### src/logic/pcu_pkg.sv
// Shared constants and carrier types for the card pin-behaviour block
package pcu_pkg;
  // Register port offsets
  localparam logic [3:0] REG_IER  = 4'h1;
  localparam logic [3:0] REG_MCR  = 4'h4;
  localparam logic [3:0] REG_MSR  = 4'h6;
  localparam logic [3:0] REG_CTRL = 4'h8;
  // Modem control, interrupt enable and status bit positions
  localparam int MCR_RTS  = 1;
  localparam int MCR_OUTA = 2;
  localparam int MCR_OUTB = 3;
  localparam int MCR_LOOP = 4;
  localparam int IER_MS   = 3;
  localparam int MSR_RING_TRAILING_EDGE_FLAG = 2;
  localparam int MSR_RI   = 6;
  localparam int CTRL_RDY = 0;
  localparam int CTRL_HWR = 1;
  // Values after reset
  localparam logic [7:0] MCR_RST  = 8'h00;
  localparam logic [7:0] IER_RST  = 8'h00;
  // Counts of cycles or edges
  localparam logic [2:0] FILT_LAST = 3'h7;   // eighth arbitration edge
  localparam logic [3:0] BAUD_LAST = 4'hF;   // sixteenth receiver-clock edge
  // Attribute memory layout, in half-address words
  localparam int          ATTR_WORDS = 264;
  localparam logic [8:0]  ATTR_LIMIT = 9'h108;
  // Host I/O offsets of the serial registers
  localparam logic [2:0]  IO_IER = 3'h1;
  localparam logic [2:0]  IO_MCR = 3'h4;
  localparam logic [2:0]  IO_MSR = 3'h6;

  // Host card-bus strobes and address, all sampled on ref_clk
  typedef struct packed {
    logic       ce_n;     // Card enable
    logic       attr_n;   // Attribute/I-O select
    logic       gate_n;   // Attribute read gate
    logic       we_n;     // Attribute write enable
    logic       io_read_strobe_n_n;   // I/O read strobe
    logic       io_write_strobe_n_n;   // I/O write strobe
    logic [9:0] addr;     // Host address
    logic [7:0] data;     // Host write data
  } pcu_host_t;

  // Subsystem microcontroller bus
  typedef struct packed {
    logic       sep_sel;  // Separate address/data when high
    logic       ds_mode;  // Data-strobe mode when high
    logic       rd_n;     // Read enable or data strobe
    logic       wr_n;     // Write enable or read/write
    logic       a8;       // Ninth address bit
    logic [7:0] a_low;    // Low address pins
    logic [7:0] bus;      // Shared bus, input side
  } pcu_sub_t;
endpackage

### src/logic/pcu_card_pins.sv
// Card pin behaviour: host decode, attribute memory, modem pins, reset filter
// Function
// - Host service request low when service needed; acts as ready/busy before init.
// - Subsystem interrupt goes high after a host attribute-memory write to an even address inside the configuration block.
// - Host gate low reads memory; card drives host data only while gated or during an I/O read strobe.
// - Each user output pin is active low, driven by its control bit.
// - User outputs inactive on reset, in loop mode, or with bit cleared.
// - Receiver timing comes from the receiver clock at sixteen times baud.
// - Subsystem read pin is read enable or data strobe by bus mode.
// - Select low: gate/write enable mean attribute, I/O strobes mean I/O space.
// - Common memory accesses get no response; only attribute and I/O decode.
// - Master reset clears serial core and returns card to unconfigured state.
// - Status bit 6 shows the present ring indicator state.
// - Status bit 2 sets on ring indicator low-to-high since last status read.
// - Ring trailing edge with status interrupt enabled raises an interrupt.
// - Qualified active-low reset output on an open-drain pin.
// - Request-to-send active when its control bit is set.
// - Request-to-send inactive on reset, loop mode, or control bit 1 clear.
// - Separate-bus select picks separate address pins or multiplexed shared bus.
// - Ninth address pin extends the subsystem address to nine bits.
// - Reset output follows inverted master reset after eight stable arbitration clocks.
//
// Design decisions made here: the address map and the address-and-strobe port.
`timescale 1ns/1ns
module pcu_card_pins (
  input  wire logic             ref_clk,                // 100 MHz system clock
  input  wire logic             rst_n,                  // Synchronous reset
  input  wire logic             master_reset,           // Raw master reset pin
  input  wire logic             arbitration_clock,      // Reset filter clock, sampled
  input  wire logic             rcvr_clk_16x,           // Receiver clock, sampled
  input  wire pcu_pkg::pcu_host_t host,                 // Host bus pins
  output logic [7:0]            host_data_o,            // Host read data
  output logic                  host_data_oe_n,         // Low while card drives host data
  output logic                  host_service_request_n, // Service request / ready-busy
  input  wire pcu_pkg::pcu_sub_t sub,                   // Subsystem bus pins
  output logic [7:0]            subsys_shared_bus_o,    // Subsystem read data
  output logic                  subsys_shared_bus_oe_n, // Low while card drives shared bus
  output logic                  subsys_irq,             // Subsystem interrupt
  input  wire logic             ring_indicator_n,       // Ring indicator pin
  output logic                  request_to_send_n,      // Request-to-send
  output logic                  user_output_a_o,        // Open-drain level, always low
  output logic                  user_output_a_oe_n,     // Low pulls user output A low
  output logic                  user_output_b_o,        // Open-drain level, always low
  output logic                  user_output_b_oe_n,     // Low pulls user output B low
  output logic                  reset_out_o,            // Open-drain level, always low
  output logic                  reset_out_oe_n,         // Low pulls reset output low
  output logic                  rx_bit_tick,            // One pulse per receive bit time
  input  wire logic [3:0]       reg_addr,               // Register address
  input  wire logic [7:0]       reg_wdata,              // Register write data
  input  wire logic             reg_wr,                 // Register write strobe
  input  wire logic             reg_rd,                 // Register read strobe
  output logic [7:0]            reg_rdata               // Read data, cycle after strobe
);

  logic [7:0] mem [0:pcu_pkg::ATTR_WORDS-1];
  logic       filt_q, arb_prev_q, rclk_prev_q, ri_prev_q;
  logic [2:0] filt_cnt_q;
  logic [3:0] baud_cnt_q;
  logic       tick_q;
  logic [7:0] mcr_q, ier_q;
  logic       ring_trailing_edge_flag_q, ready_q, hwr_q;
  logic       gate_prev_q, we_prev_q, io_read_strobe_n_prev_q, io_write_strobe_n_prev_q;
  logic       srd_prev_q, swr_prev_q;
  logic [7:0] sub_lat_q, host_dq, sub_dq, rdata_q;
  logic       clr, loop, ri_eff_n, ring_trailing_edge_flag_rise, msr_rd;
  logic       attr_rd, attr_wr, io_rd, io_wr, attr_wr_go, io_wr_go;
  logic       sub_rd, sub_wr, sub_wr_go;
  logic [8:0] host_idx, sub_idx;
  logic [7:0] modem_status_reg, io_sel;

  // Attribute index is valid only below the end of the configuration block
  function automatic logic idx_ok(input logic [8:0] idx);
    idx_ok = (idx < pcu_pkg::ATTR_LIMIT);
  endfunction

  // Shared read mux for the serial registers seen from host I/O and reg port
  function automatic logic [7:0] io_read(input logic [2:0] off, input logic [7:0] m,
                                         input logic [7:0] c, input logic [7:0] e);
    if (off == pcu_pkg::IO_MCR) begin
      io_read = c;
    end else if (off == pcu_pkg::IO_MSR) begin
      io_read = m;
    end else if (off == pcu_pkg::IO_IER) begin
      io_read = e;
    end else begin
      io_read = 8'h00;
    end
  endfunction

  // Core clear: local reset or the qualified master reset
  assign clr  = !rst_n || filt_q;
  assign loop = mcr_q[pcu_pkg::MCR_LOOP];

  // Reset filter: count arbitration-clock rises while the input differs
  always_ff @(posedge ref_clk) begin
    if (!rst_n) begin
      arb_prev_q <= 1'b0;
    end else begin
      arb_prev_q <= arbitration_clock;
    end
  end

  // Bounce back to the held level restarts the count
  always_ff @(posedge ref_clk) begin
    if (!rst_n) begin
      filt_q     <= 1'b1;
      filt_cnt_q <= 3'h0;
    end else if (master_reset == filt_q) begin
      filt_cnt_q <= 3'h0;
    end else if (arbitration_clock && !arb_prev_q) begin
      if (filt_cnt_q == pcu_pkg::FILT_LAST) begin
        filt_q     <= master_reset;
        filt_cnt_q <= 3'h0;
      end else begin
        filt_cnt_q <= filt_cnt_q + 3'h1;
      end
    end
  end

  // Qualified reset pin: pulled low while the filtered reset is high
  assign reset_out_o    = 1'b0;
  assign reset_out_oe_n = !filt_q;

  // Receiver bit timing from the sampled 16x clock
  always_ff @(posedge ref_clk) begin
    if (clr) begin
      rclk_prev_q <= 1'b0;
      baud_cnt_q  <= 4'h0;
      tick_q      <= 1'b0;
    end else begin
      rclk_prev_q <= rcvr_clk_16x;
      tick_q      <= 1'b0;
      if (rcvr_clk_16x && !rclk_prev_q) begin
        baud_cnt_q <= baud_cnt_q + 4'h1;
        tick_q     <= (baud_cnt_q == pcu_pkg::BAUD_LAST);
      end
    end
  end
  assign rx_bit_tick = tick_q;

  // Host decode; common memory (select high) never qualifies
  assign attr_rd = !host.ce_n && !host.attr_n && !host.gate_n && !host.addr[0];
  assign attr_wr = !host.ce_n && !host.attr_n && !host.we_n && !host.addr[0];
  assign io_rd   = !host.ce_n && !host.attr_n && !host.io_read_strobe_n_n;
  assign io_wr   = !host.ce_n && !host.attr_n && !host.io_write_strobe_n_n;
  assign host_idx   = host.addr[9:1];
  assign attr_wr_go = attr_wr && we_prev_q && idx_ok(host_idx);
  assign io_wr_go   = io_wr && io_write_strobe_n_prev_q;

  // Subsystem strobes differ by bus mode
  assign sub_rd = sub.ds_mode ? (!sub.rd_n && sub.wr_n) : !sub.rd_n;
  assign sub_wr = sub.ds_mode ? (!sub.rd_n && !sub.wr_n) : !sub.wr_n;
  assign sub_idx   = {sub.a8, sub.sep_sel ? sub.a_low : sub_lat_q};
  assign sub_wr_go = sub_wr && swr_prev_q && idx_ok(sub_idx);

  // Strobe history; writes act once, on the strobe's first active cycle
  always_ff @(posedge ref_clk) begin
    if (!rst_n) begin
      gate_prev_q <= 1'b0;
      we_prev_q   <= 1'b1;
      io_read_strobe_n_prev_q <= 1'b0;
      io_write_strobe_n_prev_q <= 1'b1;
      srd_prev_q  <= 1'b0;
      swr_prev_q  <= 1'b1;
    end else begin
      gate_prev_q <= attr_rd;
      we_prev_q   <= !attr_wr;
      io_read_strobe_n_prev_q <= io_rd;
      io_write_strobe_n_prev_q <= !io_wr;
      srd_prev_q  <= sub_rd;
      swr_prev_q  <= !sub_wr;
    end
  end

  // Multiplexed mode: address is caught while no strobe is active
  always_ff @(posedge ref_clk) begin
    if (!rst_n) begin
      sub_lat_q <= 8'h00;
    end else if (!sub.sep_sel && !sub_rd && !sub_wr) begin
      sub_lat_q <= sub.bus;
    end
  end

  // Attribute memory; a host write wins if both sides strike together
  always_ff @(posedge ref_clk) begin
    if (attr_wr_go) begin
      mem[host_idx] <= host.data;
    end else if (sub_wr_go) begin
      mem[sub_idx] <= sub.bus;
    end
  end

  // Ring indicator as seen by the core; loop mode feeds it from output A
  assign ri_eff_n  = loop ? !mcr_q[pcu_pkg::MCR_OUTA] : ring_indicator_n;
  assign ring_trailing_edge_flag_rise = ri_eff_n && !ri_prev_q;
  assign modem_status_reg       = {1'b0, !ri_eff_n, 3'b000, ring_trailing_edge_flag_q, 2'b00};
  assign msr_rd    = (reg_rd && reg_addr == pcu_pkg::REG_MSR) ||
                     (!io_rd && io_read_strobe_n_prev_q && host.addr[2:0] == pcu_pkg::IO_MSR);

  always_ff @(posedge ref_clk) begin
    if (clr) begin
      ri_prev_q <= 1'b1;
    end else begin
      ri_prev_q <= ri_eff_n;
    end
  end

  // Trailing-edge flag: a new edge wins over the clearing read
  always_ff @(posedge ref_clk) begin
    if (clr) begin
      ring_trailing_edge_flag_q <= 1'b0;
    end else if (ring_trailing_edge_flag_rise) begin
      ring_trailing_edge_flag_q <= 1'b1;
    end else if (msr_rd) begin
      ring_trailing_edge_flag_q <= 1'b0;
    end
  end

  // Modem control and interrupt enable, from host I/O or the register port
  always_ff @(posedge ref_clk) begin
    if (clr) begin
      mcr_q <= pcu_pkg::MCR_RST;
      ier_q <= pcu_pkg::IER_RST;
    end else if (io_wr_go && host.addr[2:0] == pcu_pkg::IO_MCR) begin
      mcr_q <= host.data;
    end else if (io_wr_go && host.addr[2:0] == pcu_pkg::IO_IER) begin
      ier_q <= host.data;
    end else if (reg_wr && reg_addr == pcu_pkg::REG_MCR) begin
      mcr_q <= reg_wdata;
    end else if (reg_wr && reg_addr == pcu_pkg::REG_IER) begin
      ier_q <= reg_wdata;
    end
  end

  // Modem outputs: loop mode holds them inactive whatever the bits say
  assign user_output_a_o    = 1'b0;
  assign user_output_b_o    = 1'b0;
  assign user_output_a_oe_n = !(mcr_q[pcu_pkg::MCR_OUTA] && !loop && !filt_q);
  assign user_output_b_oe_n = !(mcr_q[pcu_pkg::MCR_OUTB] && !loop && !filt_q);
  assign request_to_send_n  = !(mcr_q[pcu_pkg::MCR_RTS] && !loop && !filt_q);

  // Card readiness and the host-write flag; hardware set beats software clear
  always_ff @(posedge ref_clk) begin
    if (clr) begin
      ready_q <= 1'b0;
      hwr_q   <= 1'b0;
    end else begin
      if (reg_wr && reg_addr == pcu_pkg::REG_CTRL) begin
        ready_q <= reg_wdata[pcu_pkg::CTRL_RDY];
      end
      if (attr_wr_go) begin
        hwr_q <= 1'b1;
      end else if (reg_wr && reg_addr == pcu_pkg::REG_CTRL && reg_wdata[pcu_pkg::CTRL_HWR]) begin
        hwr_q <= 1'b0;
      end
    end
  end
  assign subsys_irq = hwr_q;

  // Busy (low) until the subsystem declares ready, then the interrupt
  localparam int IER_MS_IDX = pcu_pkg::IER_MS;
  assign host_service_request_n = ready_q ?
                                  !(ring_trailing_edge_flag_q && ier_q[IER_MS_IDX]) : 1'b0;

  // Read data registers; host memory reads go out only under the gate
  always_ff @(posedge ref_clk) begin
    if (!rst_n) begin
      host_dq <= 8'h00;
      sub_dq  <= 8'h00;
      rdata_q <= 8'h00;
    end else begin
      if (attr_rd) begin
        host_dq <= idx_ok(host_idx) ? mem[host_idx] : 8'hFF;
      end else begin
        host_dq <= io_read(host.addr[2:0], modem_status_reg, mcr_q, ier_q);
      end
      sub_dq <= idx_ok(sub_idx) ? mem[sub_idx] : 8'hFF;
      if (reg_rd && reg_addr == pcu_pkg::REG_CTRL) begin
        rdata_q <= {6'h00, hwr_q, ready_q};
      end else if (reg_rd) begin
        rdata_q <= io_read(reg_addr[2:0], modem_status_reg, mcr_q, ier_q);
      end else begin
        rdata_q <= 8'h00;
      end
    end
  end

  assign host_data_o            = host_dq;
  assign host_data_oe_n         = !((attr_rd && gate_prev_q) || (io_rd && io_read_strobe_n_prev_q));
  assign subsys_shared_bus_o    = sub_dq;
  assign subsys_shared_bus_oe_n = !(sub_rd && srd_prev_q);
  assign reg_rdata              = rdata_q;

  // Checks
  a_filter_eight: assert property (@(posedge ref_clk) disable iff (!rst_n)
    $changed(filt_q) |-> $past(filt_cnt_q) == pcu_pkg::FILT_LAST)
    else $error("reset output changed before eight stable clocks");
  a_reset_pin: assert property (@(posedge ref_clk) disable iff (!rst_n)
    reset_out_oe_n == !filt_q)
    else $error("reset pin not the inverse of filtered reset");
  a_ring_trailing_edge_flag_sets: assert property (@(posedge ref_clk) disable iff (clr)
    (ring_trailing_edge_flag_rise && !filt_q) |=> ring_trailing_edge_flag_q || filt_q)
    else $error("trailing edge not flagged");
  a_ring_trailing_edge_flag_clears: assert property (@(posedge ref_clk) disable iff (clr)
    (msr_rd && !ring_trailing_edge_flag_rise) ##1 !clr |-> !ring_trailing_edge_flag_q)
    else $error("trailing flag survived status read");
  a_gate_only: assert property (@(posedge ref_clk) disable iff (!rst_n)
    !host_data_oe_n |-> !host.attr_n && !host.ce_n && (!host.gate_n || !host.io_read_strobe_n_n))
    else $error("host data driven without gate");
  a_attr_irq: assert property (@(posedge ref_clk) disable iff (clr)
    attr_wr_go ##1 !clr |-> subsys_irq)
    else $error("host attribute write gave no subsystem interrupt");
  a_loop_quiet: assert property (@(posedge ref_clk) disable iff (!rst_n)
    loop |-> request_to_send_n && user_output_a_oe_n && user_output_b_oe_n)
    else $error("modem output active in loop mode");
  a_mcr_cleared: assert property (@(posedge ref_clk) disable iff (!rst_n)
    filt_q |=> mcr_q == pcu_pkg::MCR_RST)
    else $error("control bits not cleared by master reset");
  a_busy_early: assert property (@(posedge ref_clk) disable iff (!rst_n)
    $fell(ready_q) |-> !host_service_request_n)
    else $error("not busy while unconfigured");
  a_ms_intr: assert property (@(posedge ref_clk) disable iff (clr)
    (ready_q && ier_q[IER_MS_IDX] && ring_trailing_edge_flag_rise) |=> !host_service_request_n || clr)
    else $error("ring edge gave no interrupt");
  a_baud_tick: assert property (@(posedge ref_clk) disable iff (clr)
    rx_bit_tick |-> $past(baud_cnt_q) == pcu_pkg::BAUD_LAST)
    else $error("bit tick not on sixteenth edge");

  c_filter_release: cover property (@(posedge ref_clk) disable iff (!rst_n) $fell(filt_q));
  c_attr_write:     cover property (@(posedge ref_clk) disable iff (clr) attr_wr_go);
  c_ring_intr:      cover property (@(posedge ref_clk) disable iff (clr)
    ready_q && $fell(host_service_request_n));
  c_sub_read:       cover property (@(posedge ref_clk) disable iff (clr)
    !subsys_shared_bus_oe_n && !sub.sep_sel);

endmodule // pcu_card_pins

### config.mk
export PLATFORM = sky130hd
export DESIGN_NAME = pcu_card_pins
export DESIGN_NICKNAME = d
export VERILOG_FILES = /design/src/logic/pcu_pkg.sv /design/src/logic/pcu_card_pins.sv
export SDC_FILE = /design/constraint.sdc
export NUM_CORES = 2
export LEC_CHECK = 0
export BUFFER_PORTS_ARGS = -buffer_cell sky130_fd_sc_hd__clkbuf_2
export CAP_MARGIN = 10
export CORE_MARGIN = 1.5
export CORE_UTILIZATION = 40
export CTS_BUF_LIST = sky130_fd_sc_hd__clkbuf_2
export DETAILED_ROUTE_END_ITERATION = 10
export GPL_ROUTABILITY_DRIVEN = 1
export HOLD_SLACK_MARGIN = 0.15
export SYNTH_ARGS = -nofsm -noshare
export SYNTH_HDL_FRONTEND = slang
export SYNTH_SLANG_ARGS = --single-unit
export TNS_END_PERCENT = 1
### constraint.sdc
create_clock -name ref_clk -period 5.91 [get_ports ref_clk]
set_input_delay 0.8865 -clock ref_clk [delete_from_list [all_inputs] [get_ports ref_clk]]
set_output_delay 0.8865 -clock ref_clk [all_outputs]
set_load 0.01 [all_outputs]
======== After elaboration in Yosys (flattened, before gate mapping) ========
Memories as Yosys holds them, arrays and structs flattened.
Index checks and enable logic that the tools add are counted.
cells by class
  add/subtract/negate cells ............... 2
  order comparisons ....................... 2
  equality and inequality tests ........... 15
  muxes and demuxes ....................... 35
  bitwise operators ....................... 5
  reduce and logical (&&, ||, !) cells .... 82
operators by type and width
  kind                 count
  $mux 8               17
  $logic_and 1x1->1    39
  $logic_not 1->1      29
  $lt 9x9->1 const B   2
  $eq 3x3->1 const B   5
  $mux 1               14
  $mux 9               1
  $eq 4x3->1 const B   2
  $eq 4x4->1 const B   2
  $reduce_bool 2->1    4
  $reduce_or 8->1      1
  $eq 3x1->1 const B   2
  $reduce_and 3->1     2
  $not 1->1            5
  $add 4x1->4 const B  1
  $eq 4x1->1 const B   1
  $mux 2               2
  $ne 2x2->1 const B   2
  $reduce_or 2->1      2
  $add 3x1->3 const B  1
  $logic_or 1x1->1     3
  $mux 3               1
  $reduce_or 3->1      1
  $reduce_and 2->1     1
  $eq 1x1->1           1
word-level totals
  flip-flop bits (word level) ............. 69
  memory bits (writable) .................. 2112
  input bits .............................. 65
  output and inout bits ................... 36
  word-level logic and storage cells ...... 165
  memories ................................ 1
memory list
  memory  words  bits a word  read ports  clocked after Yosys merged registers in  write ports  RTL line             text
  mem     264    8            2           0                                        1            pcu_card_pins.sv:55  logic [7:0] mem [0:pcu_pkg::ATTR_WORDS-1];

======== Depth between registers and ports, before layout ========
  word-level depth ........................ 10
  gate-level depth with buffers ........... 15

======== Worst setup path before layout ========
OpenSTA, ideal clock, no wires.
  kind .................................... input to register
  start ................................... input sub[20] in the netlist's numbering
  end ..................................... memory mem[0][0], data pin
  setup time .............................. 0.567 ns
  data arrival time ....................... 4.441 ns
  required time ........................... 5.343 ns
  setup slack ............................. 0.902 ns
  stages .................................. 8
  buffers on the path ..................... 4
  path through ............................ buf_6 -> o32a_1 -> buf_6 -> o41ai_4 -> and4_4 -> buf_4 -> buf_4 -> mux2_2
between the ends
  longest elaborated chain between the ends .. 8
RTL lines
  what                          RTL line              text
  start: declaration            pcu_card_pins.sv:35   input wire pcu_pkg::pcu_sub_t sub,
  $mux 8                        pcu_card_pins.sv:153  assign sub_idx = {sub.a8, sub.sep_sel ? sub.a_low : sub_lat_q};
  $lt 9x9->1                    pcu_card_pins.sv:73   idx_ok = (idx < pcu_pkg::ATTR_LIMIT);
  $logic_and 1x1->1             pcu_card_pins.sv:154  assign sub_wr_go = sub_wr && swr_prev_q && idx_ok(sub_idx);
  $mux 1                        pcu_card_pins.sv:188  end else if (sub_wr_go) begin
  $mux 1                        pcu_card_pins.sv:186  if (attr_wr_go) begin
  $mux 1 (not written as such)  pcu_card_pins.sv:189  mem[sub_idx] <= sub.bus;
  $reduce_or 8->1 (no line)     -
  $mux 8 (no line)              -
  end: declaration              pcu_card_pins.sv:55
No other way between the ends.

======== Worst setup path in the final report ========
  start ................................... register sub_lat_q[0]
  end ..................................... register sub_dq[3], in the netlist subsys_shared_bus_o[3]
between the ends
  longest elaborated chain between the ends .. 3
RTL lines
  what                                                RTL line              text
  start: declaration                                  pcu_card_pins.sv:64   logic [7:0] sub_lat_q, host_dq, sub_dq, rdata_q;
  start signal: assignment                            pcu_card_pins.sv:180  sub_lat_q <= sub.bus;
  $mux 8 *                                            pcu_card_pins.sv:153
  $mem_v2 264x8 / $lt 9x9->1 (equally long branches)  -
  $mux 8 *                                            pcu_card_pins.sv:277  sub_dq <= idx_ok(sub_idx) ? mem[sub_idx] : 8'hFF;
  end signal: assignment                              pcu_card_pins.sv:277
  end: declaration                                    pcu_card_pins.sv:64
Every way passes the cells marked *; elsewhere a longest branch is shown, timed or not.
A chain may end at the register's enable or synchronous reset.

==> impl_results.html <==
<table>
<tr><th>Metric</th><th>Value</th></tr>
<tr><th colspan="2">Run</th></tr>
<tr><td>Maxcap violations</td><td>1</td></tr>
<tr><th colspan="2">Clock network</th></tr>
<tr><td>Number of buffers on the longest clock path</td><td>4</td></tr>
<tr><td>Clk Tree Root Cell</td><td>sky130_fd_sc_hd__clkbuf_2</td></tr>
<tr><td>CTS H-tree depth</td><td>6</td></tr>
<tr><td>Total clock sinks</td><td>2,181</td></tr>
<tr><td>Gates resized, CTS repair</td><td>0</td></tr>
<tr><td>CTS tree</td><td>yes</td></tr>
<tr><td>CTS Buf Count</td><td>569</td></tr>
<tr><td>Clock-pin slew on the worst setup and hold paths</td><td>0.11 ns</td></tr>
<tr><td>Clk_lat worst skew</td><td>2.01 ns</td></tr>
<tr><th colspan="2">STA</th></tr>
<tr><td>Post-route clock skew</td><td>0.187 ns</td></tr>
<tr><td>Final count of hold timing violations</td><td>0</td></tr>
<tr><td>Setup TNS Final</td><td>0 ns</td></tr>
<tr><td>Count of final max-slew check failures</td><td>2</td></tr>
<tr><td>Unrepaired setup endpoints after global routing</td><td>false</td></tr>
<tr><td>Final number of setup-violating endpoints</td><td>0</td></tr>
<tr><td>Worst hold slack</td><td>0.332 ns</td></tr>
<tr><td>Share of the clock period used by the worst path after layout</td><td>0.914</td></tr>
<tr><td>Worst-margin pin slew</td><td>1.53 ns</td></tr>
<tr><td>Max transition margin</td><td>-0.0272</td></tr>
<tr><td>Peak clock frequency supported by timing</td><td>185 MHz</td></tr>
<tr><td>Minimum period implied by the final worst setup slack</td><td>5.40 ns</td></tr>
<tr><th colspan="2">Global routing</th></tr>
<tr><td>Wire length of the first global-routing pass</td><td>545,000 um</td></tr>
<tr><td>Remaining global-route overflow</td><td>0</td></tr>
<tr><td>Vias in the first global route</td><td>73,900</td></tr>
<tr><td>Maximum number of pins on one net before global-route repair</td><td>162</td></tr>
<tr><td>Antenna violations before repair</td><td>28</td></tr>
<tr><td>Total routing resource utilization after global routing</td><td>0.291</td></tr>
<tr><th colspan="2">Run status</th></tr>
<tr><td>Violated checks</td><td>capacitance limit, slew limit</td></tr>
<tr><td>Status</td><td>finished, violations left</td></tr>
<tr><th colspan="2">Worst setup path</th></tr>
<tr><td>Minimum setup slack among reg-to-reg paths</td><td>0.51 ns</td></tr>
<tr><td>Type of destination of the critical path</td><td>register</td></tr>
<tr><td>CP Data Required Time</td><td>7.84 ns</td></tr>
<tr><td>Critical path data arrival time</td><td>7.33 ns</td></tr>
<tr><td>Startpoint Class</td><td>register</td></tr>
<tr><td>Critical path fanouts, max</td><td>62</td></tr>
<tr><td>Crit Path Class</td><td>reg -&gt; reg</td></tr>
<tr><th colspan="2">Synth</th></tr>
<tr><td>Mapped cell area</td><td>104,000 sq um</td></tr>
<tr><td>Yosys warnings</td><td>0</td></tr>
<tr><td>Seq/Total Area, Yosys</td><td>0.622</td></tr>
<tr><td>Leading register cell type out of synthesis</td><td>sky130_fd_sc_hd__edfxtp_1</td></tr>
<tr><td>Post-synthesis async set-or-reset flop share</td><td>0</td></tr>
<tr><td>Number of flops mapped to enable cells by yosys</td><td>2,112</td></tr>
<tr><td>Cell variety after synth</td><td>79</td></tr>
<tr><td>Number of cells produced by synthesis</td><td>6,960</td></tr>
<tr><td>Post-synthesis register bit count</td><td>2,181</td></tr>
<tr><td>Post-Syn Area per Cell</td><td>15.0 sq um</td></tr>
<tr><th colspan="2">Floorplan</th></tr>
<tr><td>Ports</td><td>101</td></tr>
<tr><td>Chip width</td><td>513 um</td></tr>
<tr><td>Standard cell core area</td><td>259,000 sq um</td></tr>
<tr><td>Vert. Die Dim</td><td>513 um</td></tr>
<tr><td>Die area</td><td>263,000 sq um</td></tr>
<tr><td>Initial core utilization</td><td>0.402</td></tr>
<tr><td>Floorplan row count</td><td>187</td></tr>
<tr><th colspan="2">Cells and area</th></tr>
<tr><td>Fin area</td><td>119,000 sq um</td></tr>
<tr><td>Final nets</td><td>7,918</td></tr>
<tr><td>Fin cells</td><td>11,600</td></tr>
<tr><td>Filler Cell Count</td><td>22,800</td></tr>
<tr><td>Area growth from synthesis to layout</td><td>13.9%</td></tr>
<tr><td>Most common cell after layout, fill and taps aside</td><td>sky130_fd_sc_hd__edfxtp_1</td></tr>
<tr><td>Share of post-route cells with drive strength above 1</td><td>0.282</td></tr>
<tr><td>Core Util, Final</td><td>0.458</td></tr>
<tr><td>Top library cells by usage in the layout, fill and taps aside</td><td>2,112 x sky130_fd_sc_hd__edfxtp_1, 1,072 x sky130_fd_sc_hd__nand2_1, 876 x sky130_fd_sc_hd__clkbuf_2</td></tr>
<tr><th colspan="2">Hold path</th></tr>
<tr><td>Hold crit path type</td><td>in -&gt; reg</td></tr>
<tr><th colspan="2">Place</th></tr>
<tr><td>Number of instances in the placed design</td><td>10,500</td></tr>
<tr><td>Total of buffers placed on input and output ports</td><td>97</td></tr>
<tr><td>Total half-perimeter wirelength after legalization and detailed placement</td><td>245,000 um</td></tr>
<tr><td>Area after DPL</td><td>112,000 sq um</td></tr>
<tr><td>RePlAce Congestion</td><td>0.933</td></tr>
<tr><th colspan="2">Route</th></tr>
<tr><td>Avg Vias per Cell</td><td>6.42</td></tr>
<tr><td>DR WL/cell</td><td>33.4 um</td></tr>
<tr><td>Detailed router's first-iteration violation count</td><td>11,000</td></tr>
<tr><td>Post-route DRC violation count</td><td>0</td></tr>
<tr><td>Vias</td><td>74,800</td></tr>
<tr><td>Number of detailed-route iterations in the first pass</td><td>9</td></tr>
<tr><td>Remaining antenna violation count</td><td>0</td></tr>
<tr><td>Total length of routed wires</td><td>389,000 um</td></tr>
<tr><th colspan="2">Power</th></tr>
<tr><td>Leakage power of the design</td><td>0.0400 uW</td></tr>
<tr><td>Maximum vdd ir drop</td><td>0.000236 V</td></tr>
<tr><td>Power density over the cells</td><td>267 nW/um^2</td></tr>
</table>
-- metal layers --
metal  vias up  track usage  routed length [um]
li1      29900            -                   -
met1     37900        0.369              138000
met2      5743        0.439              174000
met3      1196       0.0855               51000
met4        18        0.177               26200
met5         -            0                 138
-- stage by stage --
step,worst slack [ns],total power (uW)
final,0.511,31600
after global routing,0.404,32500
after global placement,-0.162,21300
after detailed placement,-0.0723,21300
after floorplan,0.902,19700
after CTS,0.630,31600
-- what timing repair did --
item	4_1_cts	5_1_grt
hold endpoints to repair	2258	0
hold buffers	202	0
buffers inserted	0	0
-- cell usage after synthesis (20+ instances only) --
library cell	number	area, sq um
sky130_fd_sc_hd__nand3_1	383	1920
sky130_fd_sc_hd__and3_1	24	150
sky130_fd_sc_hd__a311oi_1	21	184
sky130_fd_sc_hd__nand2_1	1076	4040
sky130_fd_sc_hd__dfxtp_1	69	1380
sky130_fd_sc_hd__nor3_1	95	475
sky130_fd_sc_hd__mux4_2	730	16400
sky130_fd_sc_hd__nand2_2	28	175
sky130_fd_sc_hd__a211oi_1	33	248
sky130_fd_sc_hd__buf_4	67	503
sky130_fd_sc_hd__a31oi_1	38	238
sky130_fd_sc_hd__edfxtp_1	2112	63400
sky130_fd_sc_hd__mux2i_1	501	5010
sky130_fd_sc_hd__a21oi_1	360	1800
sky130_fd_sc_hd__nor4_1	45	282
sky130_fd_sc_hd__o221ai_1	205	1800
sky130_fd_sc_hd__nor2_1	328	1230
sky130_fd_sc_hd__clkbuf_1	228	856
sky130_fd_sc_hd__buf_2	183	916
sky130_fd_sc_hd__nand4_1	20	125
sky130_fd_sc_hd__o22ai_1	39	244
sky130_fd_sc_hd__buf_1	63	236
sky130_fd_sc_hd__o21ai_0	73	365
-- cell type report --
| type | instances | area, sq um | area share |
|---|---|---|---|
| sequential | 2181 | 64800 | 0.546 |
| multi-input combinational | 4211 | 36900 | 0.311 |
| timing repair buffer | 874 | 7700 | 0.0649 |
| tap | 3402 | 4260 | 0.0359 |
| clock buffer | 783 | 3920 | 0.0330 |
| clock inverter | 168 | 948 | 0.00800 |
| inverter | 13 | 56.3 | 0.000475 |
| antenna | 17 | 42.5 | 0.000359 |
-- final timing paths --
kind | startpoint | endpoint | depth (start not counted)
max reg2reg | sub_lat_q[0] | subsys_shared_bus_o[3] | 11
min reg2reg | baud_cnt_q[2] | rx_bit_tick | 2
max | sub_lat_q[0] | subsys_shared_bus_o[3] | 11
min | sub[5] | mem[69][5] | 3
-- registers in the layout, summed over array words and instances, names as in the netlist, 3 cells and up --
| name | cells |
|---|---|
| baud_cnt_q | 4 |
| filt_cnt_q | 3 |
| host_data_o | 8 |
| ier_q | 8 |
| mcr_q | 8 |
| mem | 2112 |
| reg_rdata | 8 |
| sub_lat_q | 8 |
| subsys_shared_bus_o | 8 |
-- where the power goes --
group / switching (uW) / total [uW] / leakage, uW / internal [uW]
combinational: 2690 / 4020 / 0.0168 / 1340
clock: 6420 / 10400 / 0.00374 / 4030
sequential: 29.1 / 17100 / 0.0195 / 17100
-- kinds of logic after synthesis --
group           Yosys count  synth area share
buf+inv                 570            0.0264
fa+ha+maj                 3          0.000361
xor+xnor                  4          0.000337
mux                    1250             0.208
simple gates           2056            0.0844
compound gates          895            0.0580
other cells               1         0.0000360
flops                  2181             0.622
-- worst max-delay path, cell delays in order, from the launching register on --
cell,delay (ns)
sky130_fd_sc_hd__dfxtp_1,0.53
sky130_fd_sc_hd__mux2_8,0.86
sky130_fd_sc_hd__buf_12,0.32
sky130_fd_sc_hd__buf_12,0.31
sky130_fd_sc_hd__mux2i_1,0.12
sky130_fd_sc_hd__o221ai_1,0.24
sky130_fd_sc_hd__a21oi_1,0.07
sky130_fd_sc_hd__nor4_1,0.80
sky130_fd_sc_hd__nor3_1,0.37
sky130_fd_sc_hd__a2111oi_0,0.98
sky130_fd_sc_hd__a211o_1,0.20
sky130_fd_sc_hd__dlygate4sd3_1,0.56
No activity file was read; power rests on OpenSTA's default activity.
